[config.mk]
export PLATFORM = sky130hd
export DESIGN_NAME = sdhdp_top
export DESIGN_NICKNAME = d
export VERILOG_FILES = /design/src/common/sdhdp_pkg.sv /design/src/hdl/sdhdp_event_flags.sv /design/src/hdl/sdhdp_tx_fifo.sv /design/src/hdl/sdhdp_top.sv
export VERILOG_INCLUDE_DIRS = /design/src /design/src/common
export SDC_FILE = /design/constraint.sdc
export NUM_CORES = 1
export LEC_CHECK = 0
export BUFFER_PORTS_ARGS = -buffer_cell sky130_fd_sc_hd__buf_2
export CORE_MARGIN = 1.5
export CORE_UTILIZATION = 45
export DETAILED_ROUTE_END_ITERATION = 12
export MAX_ROUTING_LAYER = met4
export PLACE_DENSITY = 0.66
export SYNTH_ARGS = -nofsm -noshare
export SYNTH_HDL_FRONTEND = slang
export SYNTH_SLANG_ARGS = --single-unit
[constraint.sdc]
create_clock -name clk_i -period 3.56 [get_ports clk_i]
set_input_delay 0.356 -clock clk_i [delete_from_list [all_inputs] [get_ports clk_i]]
set_output_delay 0.356 -clock clk_i [all_outputs]
set_load 0.02 [all_outputs]
[src/common/sdhdp_defs.svh]
// Offsets, field positions, reset values and sizes of the card data port and interrupt enables.
`ifndef SDHDP_DEFS_SVH
`define SDHDP_DEFS_SVH
`define SDHDP_DATA_OFS        32'h5a00003c
`define SDHDP_DATA_BE_BYTE_OFS 32'h5a00003f
`define SDHDP_IRQEN_OFS       32'h5a000040
`define SDHDP_FLAGS_OFS       32'h5a000044
`define SDHDP_FIFOSTAT_OFS    32'h5a000048
`define SDHDP_CTRL_OFS        32'h5a00004c
`define SDHDP_DATA_RST        32'h00000000
`define SDHDP_IRQEN_RST       18'h00000
`define SDHDP_IRQEN_W         18
`define SDHDP_EV_RSP_CRC      17
`define SDHDP_EV_CMD_SENT     16
`define SDHDP_EV_CMD_TOUT     15
`define SDHDP_EV_RSP_END      14
`define SDHDP_EV_RWAIT        13
`define SDHDP_EV_IO_IRQ       12
`define SDHDP_EV_FIFO_FAIL    11
`define SDHDP_EV_CRC_STA      10
`define SDHDP_EV_DAT_CRC      9
`define SDHDP_EV_DAT_TOUT     8
`define SDHDP_EV_DAT_FIN      7
`define SDHDP_EV_BUSY_FIN     6
`define SDHDP_EV_SBIT_ERR     5
`define SDHDP_EV_TX_HALF      4
`define SDHDP_EV_TX_EMPTY     3
`define SDHDP_EV_RX_LAST      2
`define SDHDP_EV_RX_FULL      1
`define SDHDP_EV_RX_HALF      0
`define SDHDP_LATCH_MASK      18'h3ffe0
`define SDHDP_FIFO_BYTES      64
`define SDHDP_TX_HALF_LVL     32
`define SDHDP_RX_HALF_LVL     32
`endif

[src/common/sdhdp_pkg.sv]
// Types shared by the card data port block.
package sdhdp_pkg;
  typedef enum logic [1:0] {
    SDHDP_IDLE = 2'b00,
    SDHDP_ACK  = 2'b01,
    SDHDP_REST = 2'b11
  } sdhdp_bus_st_t;
  typedef enum logic {
    SDHDP_LITTLE = 1'b0,
    SDHDP_BIG    = 1'b1
  } sdhdp_endian_t;
endpackage

[src/hdl/sdhdp_event_flags.sv]
// Sticky event flags with write-one-to-clear and level status inputs.
`timescale 1ns/1ps
`include "sdhdp_defs.svh"
module sdhdp_event_flags #(
  parameter int W = 18
) (
  input  wire logic         clk_i,
  input  wire logic         rst_i,
  input  wire logic [W-1:0] event_i,
  input  wire logic [W-1:0] latch_mask_i,
  input  wire logic [W-1:0] clear_i,
  output logic      [W-1:0] flags_o
);
  logic [W-1:0] sticky_r;

  // A set in the same cycle as a clear wins so no event is lost.
  always_ff @(posedge clk_i) begin
    if (rst_i) begin
      sticky_r <= '0;
    end else begin
      sticky_r <= ((sticky_r & ~clear_i) | event_i) & latch_mask_i;
    end
  end

  // Unlatched bits show the live level of the condition.
  assign flags_o = sticky_r | (event_i & ~latch_mask_i);
endmodule

[src/hdl/sdhdp_tx_fifo.sv]
// Byte FIFO for outgoing card data with occupancy count and level flags.
`timescale 1ns/1ps
`include "sdhdp_defs.svh"
module sdhdp_tx_fifo #(
  parameter int DEPTH = `SDHDP_FIFO_BYTES
) (
  input  wire logic       clk_i,
  input  wire logic       rst_i,
  input  wire logic       wr_i,
  input  wire logic [7:0] wr_data_i,
  output logic            wr_ready_o,
  input  wire logic       rd_i,
  output logic [7:0]      rd_data_o,
  output logic            rd_valid_o,
  output logic [6:0]      count_o,
  output logic            half_o,
  output logic            empty_o
);
  localparam int AW = $clog2(DEPTH);
  logic [7:0]    mem_r [DEPTH];
  logic [AW-1:0] wp_r;
  logic [AW-1:0] rp_r;
  logic [6:0]    cnt_r;
  logic          do_wr;
  logic          do_rd;

  initial begin
    if (DEPTH != 64) $error("fifo depth must be 64");
  end

  assign do_wr = wr_i && (cnt_r != 7'(DEPTH));
  assign do_rd = rd_i && (cnt_r != 7'h00);

  always_ff @(posedge clk_i) begin
    if (do_wr) begin
      mem_r[wp_r] <= wr_data_i;
    end
  end

  always_ff @(posedge clk_i) begin
    if (rst_i) begin
      wp_r  <= '0;
      rp_r  <= '0;
      cnt_r <= 7'h00;
    end else begin
      if (do_wr) begin
        wp_r <= wp_r + 1'b1;
      end
      if (do_rd) begin
        rp_r <= rp_r + 1'b1;
      end
      cnt_r <= cnt_r + 7'(do_wr) - 7'(do_rd);
    end
  end

  assign rd_data_o  = mem_r[rp_r];
  assign rd_valid_o = (cnt_r != 7'h00);
  assign wr_ready_o = (cnt_r != 7'(DEPTH));
  assign count_o    = cnt_r;
  assign half_o     = (cnt_r <= 7'(`SDHDP_TX_HALF_LVL));
  assign empty_o    = (cnt_r == 7'h00);
endmodule

[src/hdl/sdhdp_top.sv]
// Card data window, interrupt enables and interrupt request of the card host.
//
// Register access over Wishbone was decided locally.
`timescale 1ns/1ps
`include "sdhdp_defs.svh"

// Contract
// - Data window is 32 bits, resets zero
// - Little endian: word and byte access allowed
// - Big endian: word at base, byte separate
// - Bit 17 gates response CRC failure
// - Bit 16 gates command sent, no response
// - Bit 15 gates command response timeout
// - Bit 14 gates command response received
// - Bit 13 gates read wait request
// - Bit 12 gates card IO interrupt
// - Bit 11 gates FIFO failure
// - Bit 10 gates write CRC status failure
// - Bits 9, 8 gate data CRC, timeout
// - Bit 7 gates transfer finished
// - Bit 6 gates busy check done
// - Bit 5 gates missing start bit
// - Bit 4 gates transmit FIFO half
// - Bit 3 gates transmit FIFO empty
// - Bit 2 gates receive FIFO final data
// - Bit 1 gates receive FIFO full
// - Bit 0 gates receive FIFO half
// - All enables reset to zero
// - Latched flags clear by writing one
// - Transmit FIFO 64 bytes, half, empty, count
module sdhdp_top #(
  parameter int FIFO_BYTES = `SDHDP_FIFO_BYTES
) (
  input  wire logic                  clk_i,
  input  wire logic                  rst_i,
  input  wire logic                  wb_cyc_i,
  input  wire logic                  wb_stb_i,
  input  wire logic                  wb_we_i,
  input  wire logic [31:0]           wb_adr_i,
  input  wire logic [3:0]            wb_sel_i,
  input  wire logic [31:0]           wb_dat_i,
  output logic      [31:0]           wb_dat_o,
  output logic                       wb_ack_o,
  input  wire sdhdp_pkg::sdhdp_endian_t endian_i,
  input  wire logic [17:0]           host_event_i,
  input  wire logic [7:0]            rx_byte_i,
  input  wire logic                  rx_byte_valid_i,
  output logic                       rx_byte_ready_o,
  input  wire logic                  tx_byte_take_i,
  output logic      [7:0]            tx_byte_o,
  output logic                       tx_byte_valid_o,
  output logic      [6:0]            fifo_byte_count_o,
  output logic                       irq_o
);
  import sdhdp_pkg::*;

  // ----------------------------------------------------------------------
  // Register state
  // ----------------------------------------------------------------------
  sdhdp_bus_st_t bus_st_r;
  sdhdp_endian_t endian_r;
  logic [31:0] card_data_window_r;
  logic [17:0] host_event_irq_enable_r;
  logic [17:0] flag_clear_r;
  logic [17:0] flags;
  logic [17:0] raw_events;
  logic [31:0] rd_data_nxt;
  logic [31:0] wb_dat_r;
  logic        irq_r;
  logic [6:0]  fifo_byte_count_r;
  logic        tx_push_r;
  logic [7:0]  tx_push_data_r;
  logic [1:0]  tx_bytes_left_r;
  logic [31:0] tx_word_r;
  logic        tx_full_r;
  logic        tx_ready;
  logic        tx_half;
  logic        tx_empty;
  logic [6:0]  tx_count;
  logic [7:0]  tx_head;
  logic        tx_head_valid;
  logic        rx_valid_r;
  logic        rx_last_r;
  logic        req;
  logic        wr_data;
  logic        wr_data_byte;
  logic        rd_data;
  logic        rd_data_byte;

  initial begin
    if (FIFO_BYTES != 64) $error("only a 64 byte fifo is supported");
  end

  // ----------------------------------------------------------------------
  // Address decode
  // ----------------------------------------------------------------------
  function automatic logic is_data_word(input logic [31:0] a, input logic [3:0] s);
    is_data_word = (a == `SDHDP_DATA_OFS) && (s == 4'hf);
  endfunction

  // Byte access position depends on the current endian mode.
  function automatic logic is_data_byte(input logic [31:0] a, input logic [3:0] s,
                                        input sdhdp_endian_t e);
    if (e == SDHDP_LITTLE) begin
      is_data_byte = (a == `SDHDP_DATA_OFS) && (s == 4'h1);
    end else begin
      is_data_byte = (a == `SDHDP_DATA_BE_BYTE_OFS) && (s == 4'h8);
    end
  endfunction

  assign req          = wb_cyc_i && wb_stb_i && (bus_st_r == SDHDP_IDLE);
  assign wr_data      = req && wb_we_i && is_data_word(wb_adr_i, wb_sel_i);
  assign wr_data_byte = req && wb_we_i && is_data_byte(wb_adr_i, wb_sel_i, endian_r);
  assign rd_data      = req && !wb_we_i && is_data_word(wb_adr_i, wb_sel_i);
  assign rd_data_byte = req && !wb_we_i && is_data_byte(wb_adr_i, wb_sel_i, endian_r);

  // Endian mode is sampled only between accesses so a transfer never changes form.
  always_ff @(posedge clk_i) begin
    if (rst_i) begin
      endian_r <= SDHDP_LITTLE;
    end else if (bus_st_r == SDHDP_IDLE && !(wb_cyc_i && wb_stb_i)) begin
      endian_r <= endian_i;
    end
  end

  // ----------------------------------------------------------------------
  // Wishbone handshake: one wait state, then a rest cycle
  // ----------------------------------------------------------------------
  always_ff @(posedge clk_i) begin
    if (rst_i) begin
      bus_st_r <= SDHDP_IDLE;
      wb_ack_o <= 1'b0;
    end else begin
      case (bus_st_r)
        SDHDP_IDLE: begin
          if (req) begin
            bus_st_r <= SDHDP_ACK;
            wb_ack_o <= 1'b1;
          end
        end
        SDHDP_ACK: begin
          bus_st_r <= SDHDP_REST;
          wb_ack_o <= 1'b0;
        end
        default: begin
          bus_st_r <= SDHDP_IDLE;
          wb_ack_o <= 1'b0;
        end
      endcase
    end
  end

  // ----------------------------------------------------------------------
  // Read mux; unmapped addresses read as zero
  // ----------------------------------------------------------------------
  always_comb begin
    rd_data_nxt = 32'h00000000;
    if (endian_r == SDHDP_BIG && is_data_byte(wb_adr_i, wb_sel_i, endian_r)) begin
      rd_data_nxt = {card_data_window_r[7:0], 24'h000000};
    end else if (wb_adr_i == `SDHDP_DATA_OFS) begin
      rd_data_nxt = card_data_window_r;
    end else if (wb_adr_i == `SDHDP_IRQEN_OFS) begin
      rd_data_nxt = {14'h0000, host_event_irq_enable_r};
    end else if (wb_adr_i == `SDHDP_FLAGS_OFS) begin
      rd_data_nxt = {14'h0000, flags};
    end else if (wb_adr_i == `SDHDP_FIFOSTAT_OFS) begin
      rd_data_nxt = {22'h000000, rx_valid_r, tx_half, fifo_byte_count_r, 1'b0};
    end else if (wb_adr_i == `SDHDP_CTRL_OFS) begin
      rd_data_nxt = {31'h00000000, endian_r};
    end
  end

  always_ff @(posedge clk_i) begin
    if (rst_i) begin
      wb_dat_r <= 32'h00000000;
    end else if (req && !wb_we_i) begin
      wb_dat_r <= rd_data_nxt;
    end
  end
  assign wb_dat_o = wb_dat_r;

  // ----------------------------------------------------------------------
  // Data window: writes feed the transmit FIFO, reads pop received data
  // ----------------------------------------------------------------------
  always_ff @(posedge clk_i) begin
    if (rst_i) begin
      card_data_window_r <= `SDHDP_DATA_RST;
    end else if (wr_data) begin
      card_data_window_r <= wb_dat_i;
    end else if (wr_data_byte) begin
      card_data_window_r <= (endian_r == SDHDP_LITTLE) ?
                            {24'h000000, wb_dat_i[7:0]} : {24'h000000, wb_dat_i[31:24]};
    end else if (rx_valid_r == 1'b0 && rx_byte_valid_i) begin
      card_data_window_r <= {card_data_window_r[23:0], rx_byte_i};
    end
  end

  // Received bytes are taken one at a time while the window is free for reading.
  // A byte taken in the cycle of a window read must stay marked, or it is lost.
  always_ff @(posedge clk_i) begin
    if (rst_i) begin
      rx_valid_r      <= 1'b0;
      rx_byte_ready_o <= 1'b1;
      rx_last_r       <= 1'b0;
    end else if (rx_byte_valid_i && !rx_valid_r) begin
      rx_valid_r      <= 1'b1;
      rx_byte_ready_o <= 1'b0;
      rx_last_r       <= host_event_i[`SDHDP_EV_RX_LAST];
    end else if (rd_data || rd_data_byte) begin
      rx_valid_r      <= 1'b0;
      rx_byte_ready_o <= 1'b1;
    end
  end

  // A word write is split into four bytes, least significant first for little
  // endian and most significant first for big endian; the bus never stalls, and a
  // new data window write during the split replaces the bytes not yet pushed.
  always_ff @(posedge clk_i) begin
    if (rst_i) begin
      tx_word_r       <= 32'h00000000;
      tx_bytes_left_r <= 2'h0;
      tx_full_r       <= 1'b0;
      tx_push_r       <= 1'b0;
      tx_push_data_r  <= 8'h00;
    end else begin
      tx_push_r <= 1'b0;
      if (wr_data) begin
        tx_word_r       <= (endian_r == SDHDP_LITTLE) ? wb_dat_i :
                           {wb_dat_i[7:0], wb_dat_i[15:8], wb_dat_i[23:16], wb_dat_i[31:24]};
        tx_bytes_left_r <= 2'h3;
        tx_full_r       <= 1'b1;
      end else if (wr_data_byte) begin
        tx_word_r       <= (endian_r == SDHDP_LITTLE) ? {24'h000000, wb_dat_i[7:0]} :
                           {24'h000000, wb_dat_i[31:24]};
        tx_bytes_left_r <= 2'h0;
        tx_full_r       <= 1'b1;
      end else if (tx_full_r && tx_ready && !tx_push_r) begin
        tx_push_r      <= 1'b1;
        tx_push_data_r <= tx_word_r[7:0];
        tx_word_r      <= {8'h00, tx_word_r[31:8]};
        if (tx_bytes_left_r == 2'h0) begin
          tx_full_r <= 1'b0;
        end else begin
          tx_bytes_left_r <= tx_bytes_left_r - 2'h1;
        end
      end
    end
  end

  sdhdp_tx_fifo #(
    .DEPTH (FIFO_BYTES)
  ) u_tx_fifo (
    .clk_i      (clk_i),
    .rst_i      (rst_i),
    .wr_i       (tx_push_r),
    .wr_data_i  (tx_push_data_r),
    .wr_ready_o (tx_ready),
    .rd_i       (tx_byte_take_i),
    .rd_data_o  (tx_head),
    .rd_valid_o (tx_head_valid),
    .count_o    (tx_count),
    .half_o     (tx_half),
    .empty_o    (tx_empty)
  );

  always_ff @(posedge clk_i) begin
    if (rst_i) begin
      tx_byte_o         <= 8'h00;
      tx_byte_valid_o   <= 1'b0;
      fifo_byte_count_r <= 7'h00;
    end else begin
      tx_byte_o         <= tx_head;
      tx_byte_valid_o   <= tx_head_valid;
      fifo_byte_count_r <= tx_count;
    end
  end
  assign fifo_byte_count_o = fifo_byte_count_r;

  // ----------------------------------------------------------------------
  // Interrupt enables and event flags
  // ----------------------------------------------------------------------
  always_ff @(posedge clk_i) begin
    if (rst_i) begin
      host_event_irq_enable_r <= `SDHDP_IRQEN_RST;
    end else if (req && wb_we_i && wb_adr_i == `SDHDP_IRQEN_OFS && wb_sel_i[0]) begin
      host_event_irq_enable_r[7:0] <= wb_dat_i[7:0];
      if (wb_sel_i[1]) begin
        host_event_irq_enable_r[15:8] <= wb_dat_i[15:8];
      end
      if (wb_sel_i[2]) begin
        host_event_irq_enable_r[17:16] <= wb_dat_i[17:16];
      end
    end else if (req && wb_we_i && wb_adr_i == `SDHDP_IRQEN_OFS) begin
      if (wb_sel_i[1]) begin
        host_event_irq_enable_r[15:8] <= wb_dat_i[15:8];
      end
      if (wb_sel_i[2]) begin
        host_event_irq_enable_r[17:16] <= wb_dat_i[17:16];
      end
    end
  end

  always_ff @(posedge clk_i) begin
    if (rst_i) begin
      flag_clear_r <= 18'h00000;
    end else if (req && wb_we_i && wb_adr_i == `SDHDP_FLAGS_OFS) begin
      flag_clear_r <= wb_dat_i[17:0];
    end else begin
      flag_clear_r <= 18'h00000;
    end
  end

  // Transmit FIFO levels and receive final data come from local state; the rest come from the host core.
  always_comb begin
    raw_events = host_event_i;
    raw_events[`SDHDP_EV_TX_HALF]  = tx_half;
    raw_events[`SDHDP_EV_TX_EMPTY] = tx_empty;
    raw_events[`SDHDP_EV_RX_LAST]  = rx_valid_r && rx_last_r;
  end

  sdhdp_event_flags #(
    .W (`SDHDP_IRQEN_W)
  ) u_flags (
    .clk_i        (clk_i),
    .rst_i        (rst_i),
    .event_i      (raw_events),
    .latch_mask_i (`SDHDP_LATCH_MASK),
    .clear_i      (flag_clear_r),
    .flags_o      (flags)
  );

  // Each enable bit gates the event of the same position.
  always_ff @(posedge clk_i) begin
    if (rst_i) begin
      irq_r <= 1'b0;
    end else begin
      irq_r <= |(flags & host_event_irq_enable_r);
    end
  end
  assign irq_o = irq_r;
endmodule

==> results.json <==
{
  "path_class": "reg2reg",
  "clock_path_buffers": 3,
  "tritoncts": "built",
  "rsz0062_at_grt": "no",
  "finalHoldViolCount": 0,
  "setup_viol": 0,
  "pwr_density_cell_nw_per_um2": 540.7,
  "dieHeight_um": 255.4,
  "drt_iter0_markers": 1496,
  "cp-start-kind": "register",
  "overflow": 0,
  "slew_headroom_pct": 14.50,
  "place_area_um2": 31040,
  "area_growth_pct": 17.01,
  "grt_max_degree": 74,
  "postCtsHoldBufs": 15,
  "routed_wl_mm": 69.96,
  "nets": 2243,
  "antenna_found_initial": 3,
  "ys.flop_type": "edfxtp_1",
  "crit_path_end_kind": "register",
  "dr.pass1.iters": 8,
  "cts.repair.resized": 0,
  "drc": 0,
  "drv_cap": 0,
  "synth_cells": 1886,
  "finalSetupTns_ns": 0,
  "synth_top_area_share_pct": 53.65,
  "worstPathMaxFanout": 10,
  "post_cts_buffers": 0,
  "placed_cells": 2883,
  "syn_area_um2": 28660,
  "syn-num-nets": 2003,
  "timing.fmax_mhz": 331.6,
  "drive_above_1_share_pct": 26.56,
  "ys_seq_area_share_pct": 67.28,
  "netlist-cell-type-count": 68,
  "vias": 17270,
  "antenna_left": 0,
  "routedWlPerCell_um": 23.05,
  "htreeDepth": 3,
  "period_needed_ns": 3.015,
  "cp.required_ns": 3.88,
  "cts_root_buf": "clkbuf_16",
  "grt_usage_pct": 22.12,
  "ys_seq_elements": 707,
  "grt_pass1_wl_mm": 107.0,
  "period_share_pct": 84.70,
  "design.portCount": 153,
  "synth_edf_count": 512,
  "numCtsBuffers": 72,
  "fp.coreArea_um2": 62970,
  "hpwl_mm": 45.62,
  "final_cell_area_um2": 33530,
  "yosys.area.top_type": "edfxtp_1",
  "avgViaCountPerCell": 5.691,
  "status": "finished clean",
  "start_util_pct": 45.51,
  "synth_area_leaders": "edfxtp_1 (54%), dfxtp_1 (14%), mux4_2 (11%), nor2_1 (3.2%), mux2i_1 (2.6%)",
  "maxSlewViolCount": 0,
  "io_buffers": 150,
  "worstMarginPinSlew_ns": 1.282,
  "ir_drop_uv": 411.5,
  "clk_pin_slew_ns": 0.06,
  "async_flop_share_pct": 0,
  "avgSynthCellArea_um2": 15.19,
  "grt_pass1_vias": 17520,
  "die_w_um": 255.4,
  "dieArea_um2": 65200,
  "fin_cells": 3035,
  "cp.arrival_ns": 3.33,
  "clock_latency_ns": 0.61,
  "leakagePower_nw": 13.05,
  "fillers": 5092,
  "place_congestion": 0.9018,
  "hold_path.class": "in2reg",
  "cts.sinks": 707,
  "hold_ws_ns": 0.02805,
  "rows": 92,
  "fin_worst_skew_ns": 0.01912,
  "yosys_warnings": 0
}
layout by cell type, fill, tap and decap left out, drive strengths merged, types with 15 or more instances in the layout:
cell	n
edfxtp	512
buf	274
nor2	246
dfxtp	195
mux4	144
clkbuf	100
mux2i	75
nand2	59
a22oi	53
nor3	50
o21ai	40
inv	37
a21oi	36
nand2b	30
nand3	27
mux2	26
a211oi	24
clkinv	20
nor2b	19
and3	18
o22a	16
and2	15
dlygate4sd3	15
cell families after synthesis:
kind of cell | count (synthesis) | share of synthesized area (%)
AO/OA/AOI/OAI | 243 | 6.008
flip-flops | 707 | 67.28
multiplexers | 245 | 14.96
AND/OR/NAND/NOR | 509 | 8.418
adder cells (fa/ha/maj) | 15 | 0.6811
buffers and inverters | 153 | 2.231
XOR/XNOR | 14 | 0.4279
critical path: stages (launching register included):
cell	delay (ns)
dfxtp_1	0.34
inv_1	0.09
ha_1	0.23
nand4bb_1	0.13
buf_4	0.16
o21a_1	0.42
nor2b_1	0.32
nand3_1	0.52
nor2_1	0.33
buf_4	0.18
registers in the layout (all words and copies together), names as in the netlist, 8 cells and up:
register	count
u_tx_fifo.mem_r	512
card_data_window_r	32
tx_word_r	32
wb_dat_o	32
host_event_irq_enable_r	18
flag_clear_r	13
u_flags.sticky_r	13
tx_byte_o	8
tx_push_data_r	8
cell type report:
type	instances	area [µm²]	area share [%]
Antenna cell	5	12.51	0.03731
Clock inverter	32	289.0	0.8620
Multi-Input combinational cell	1026	8757	26.12
Inverter	30	112.6	0.3358
Clock buffer	100	2039	6.082
Tap cell	846	1059	3.157
Timing Repair Buffer	289	1963	5.855
Sequential cell	707	19300	57.55
metal layers:
layer  vias up  global-route usage (%)  routed length, µm
met5         -                       -                  0
met4         0                   7.540               2273
met3       148                   3.482               4012
met2       575                   35.79              34530
met1      8771                   28.53              29150
li1       7778                       -                  -
through the flow:
step | power (mW) | setup WS [ns] | util (%)
after detailed placement | 10.88 | 0.4207 | 49.30
final | 18.13 | 0.5446 | 53.25
after global placement | 10.85 | 0.4543 | 49.30
after floorplan | 10.31 | 0.7979 | -
after global routing | 18.75 | 0.3177 | 53.25
after CTS | 18.29 | 0.5407 | 53.23
cell usage after synthesis, types with 5 or more instances:
cell type and number:
xnor2_1 7, o22ai_1 5, buf_2 25, nor3_1 48, nor2_1 245, a22oi_1 53, mux2_2 26, xor2_1 7
and2_1 15, a22o_1 14, nor2b_1 19, mux2i_1 75, nand3_1 26, buf_1 13, nand2_1 59, and3_1 18
nor4_1 7, ha_1 14, a211oi_1 24, a21oi_1 36, edfxtp_1 512, buf_4 5, a21o_1 10, a311oi_1 9
inv_1 29, o21ai_0 37, nand4_1 7, nand2b_1 30, a32oi_1 14, dfxtp_1 195, mux4_2 144, o22a_1 16
o21bai_1 5, clkbuf_1 78
where the power goes:
part / leakage [nW] / switching (mW) / internal (mW)
Combinational: 4.35 / 0.897 / 0.796
Clock: 1.14 / 3.17 / 4.27
Sequential: 7.55 / 0.177 / 8.82
Total: 13.0 / 4.25 / 13.9
path summary, 6_finish.rpt:
path	start	end	slack, ns	depth (start not counted)
worst max-delay path	u_tx_fifo.count_o[2]	u_tx_fifo.mem_r[38][5]	0.54	9
worst min-delay path	wb_dat_i[16]	flag_clear_r[16]	0.03	2
worst max register to register	u_tx_fifo.count_o[2]	u_tx_fifo.mem_r[38][5]	0.54	9
worst min register to register	wb_dat_o[12]	wb_dat_o[12]	0.46	2
No activity file was read; power rests on OpenSTA's default activity.
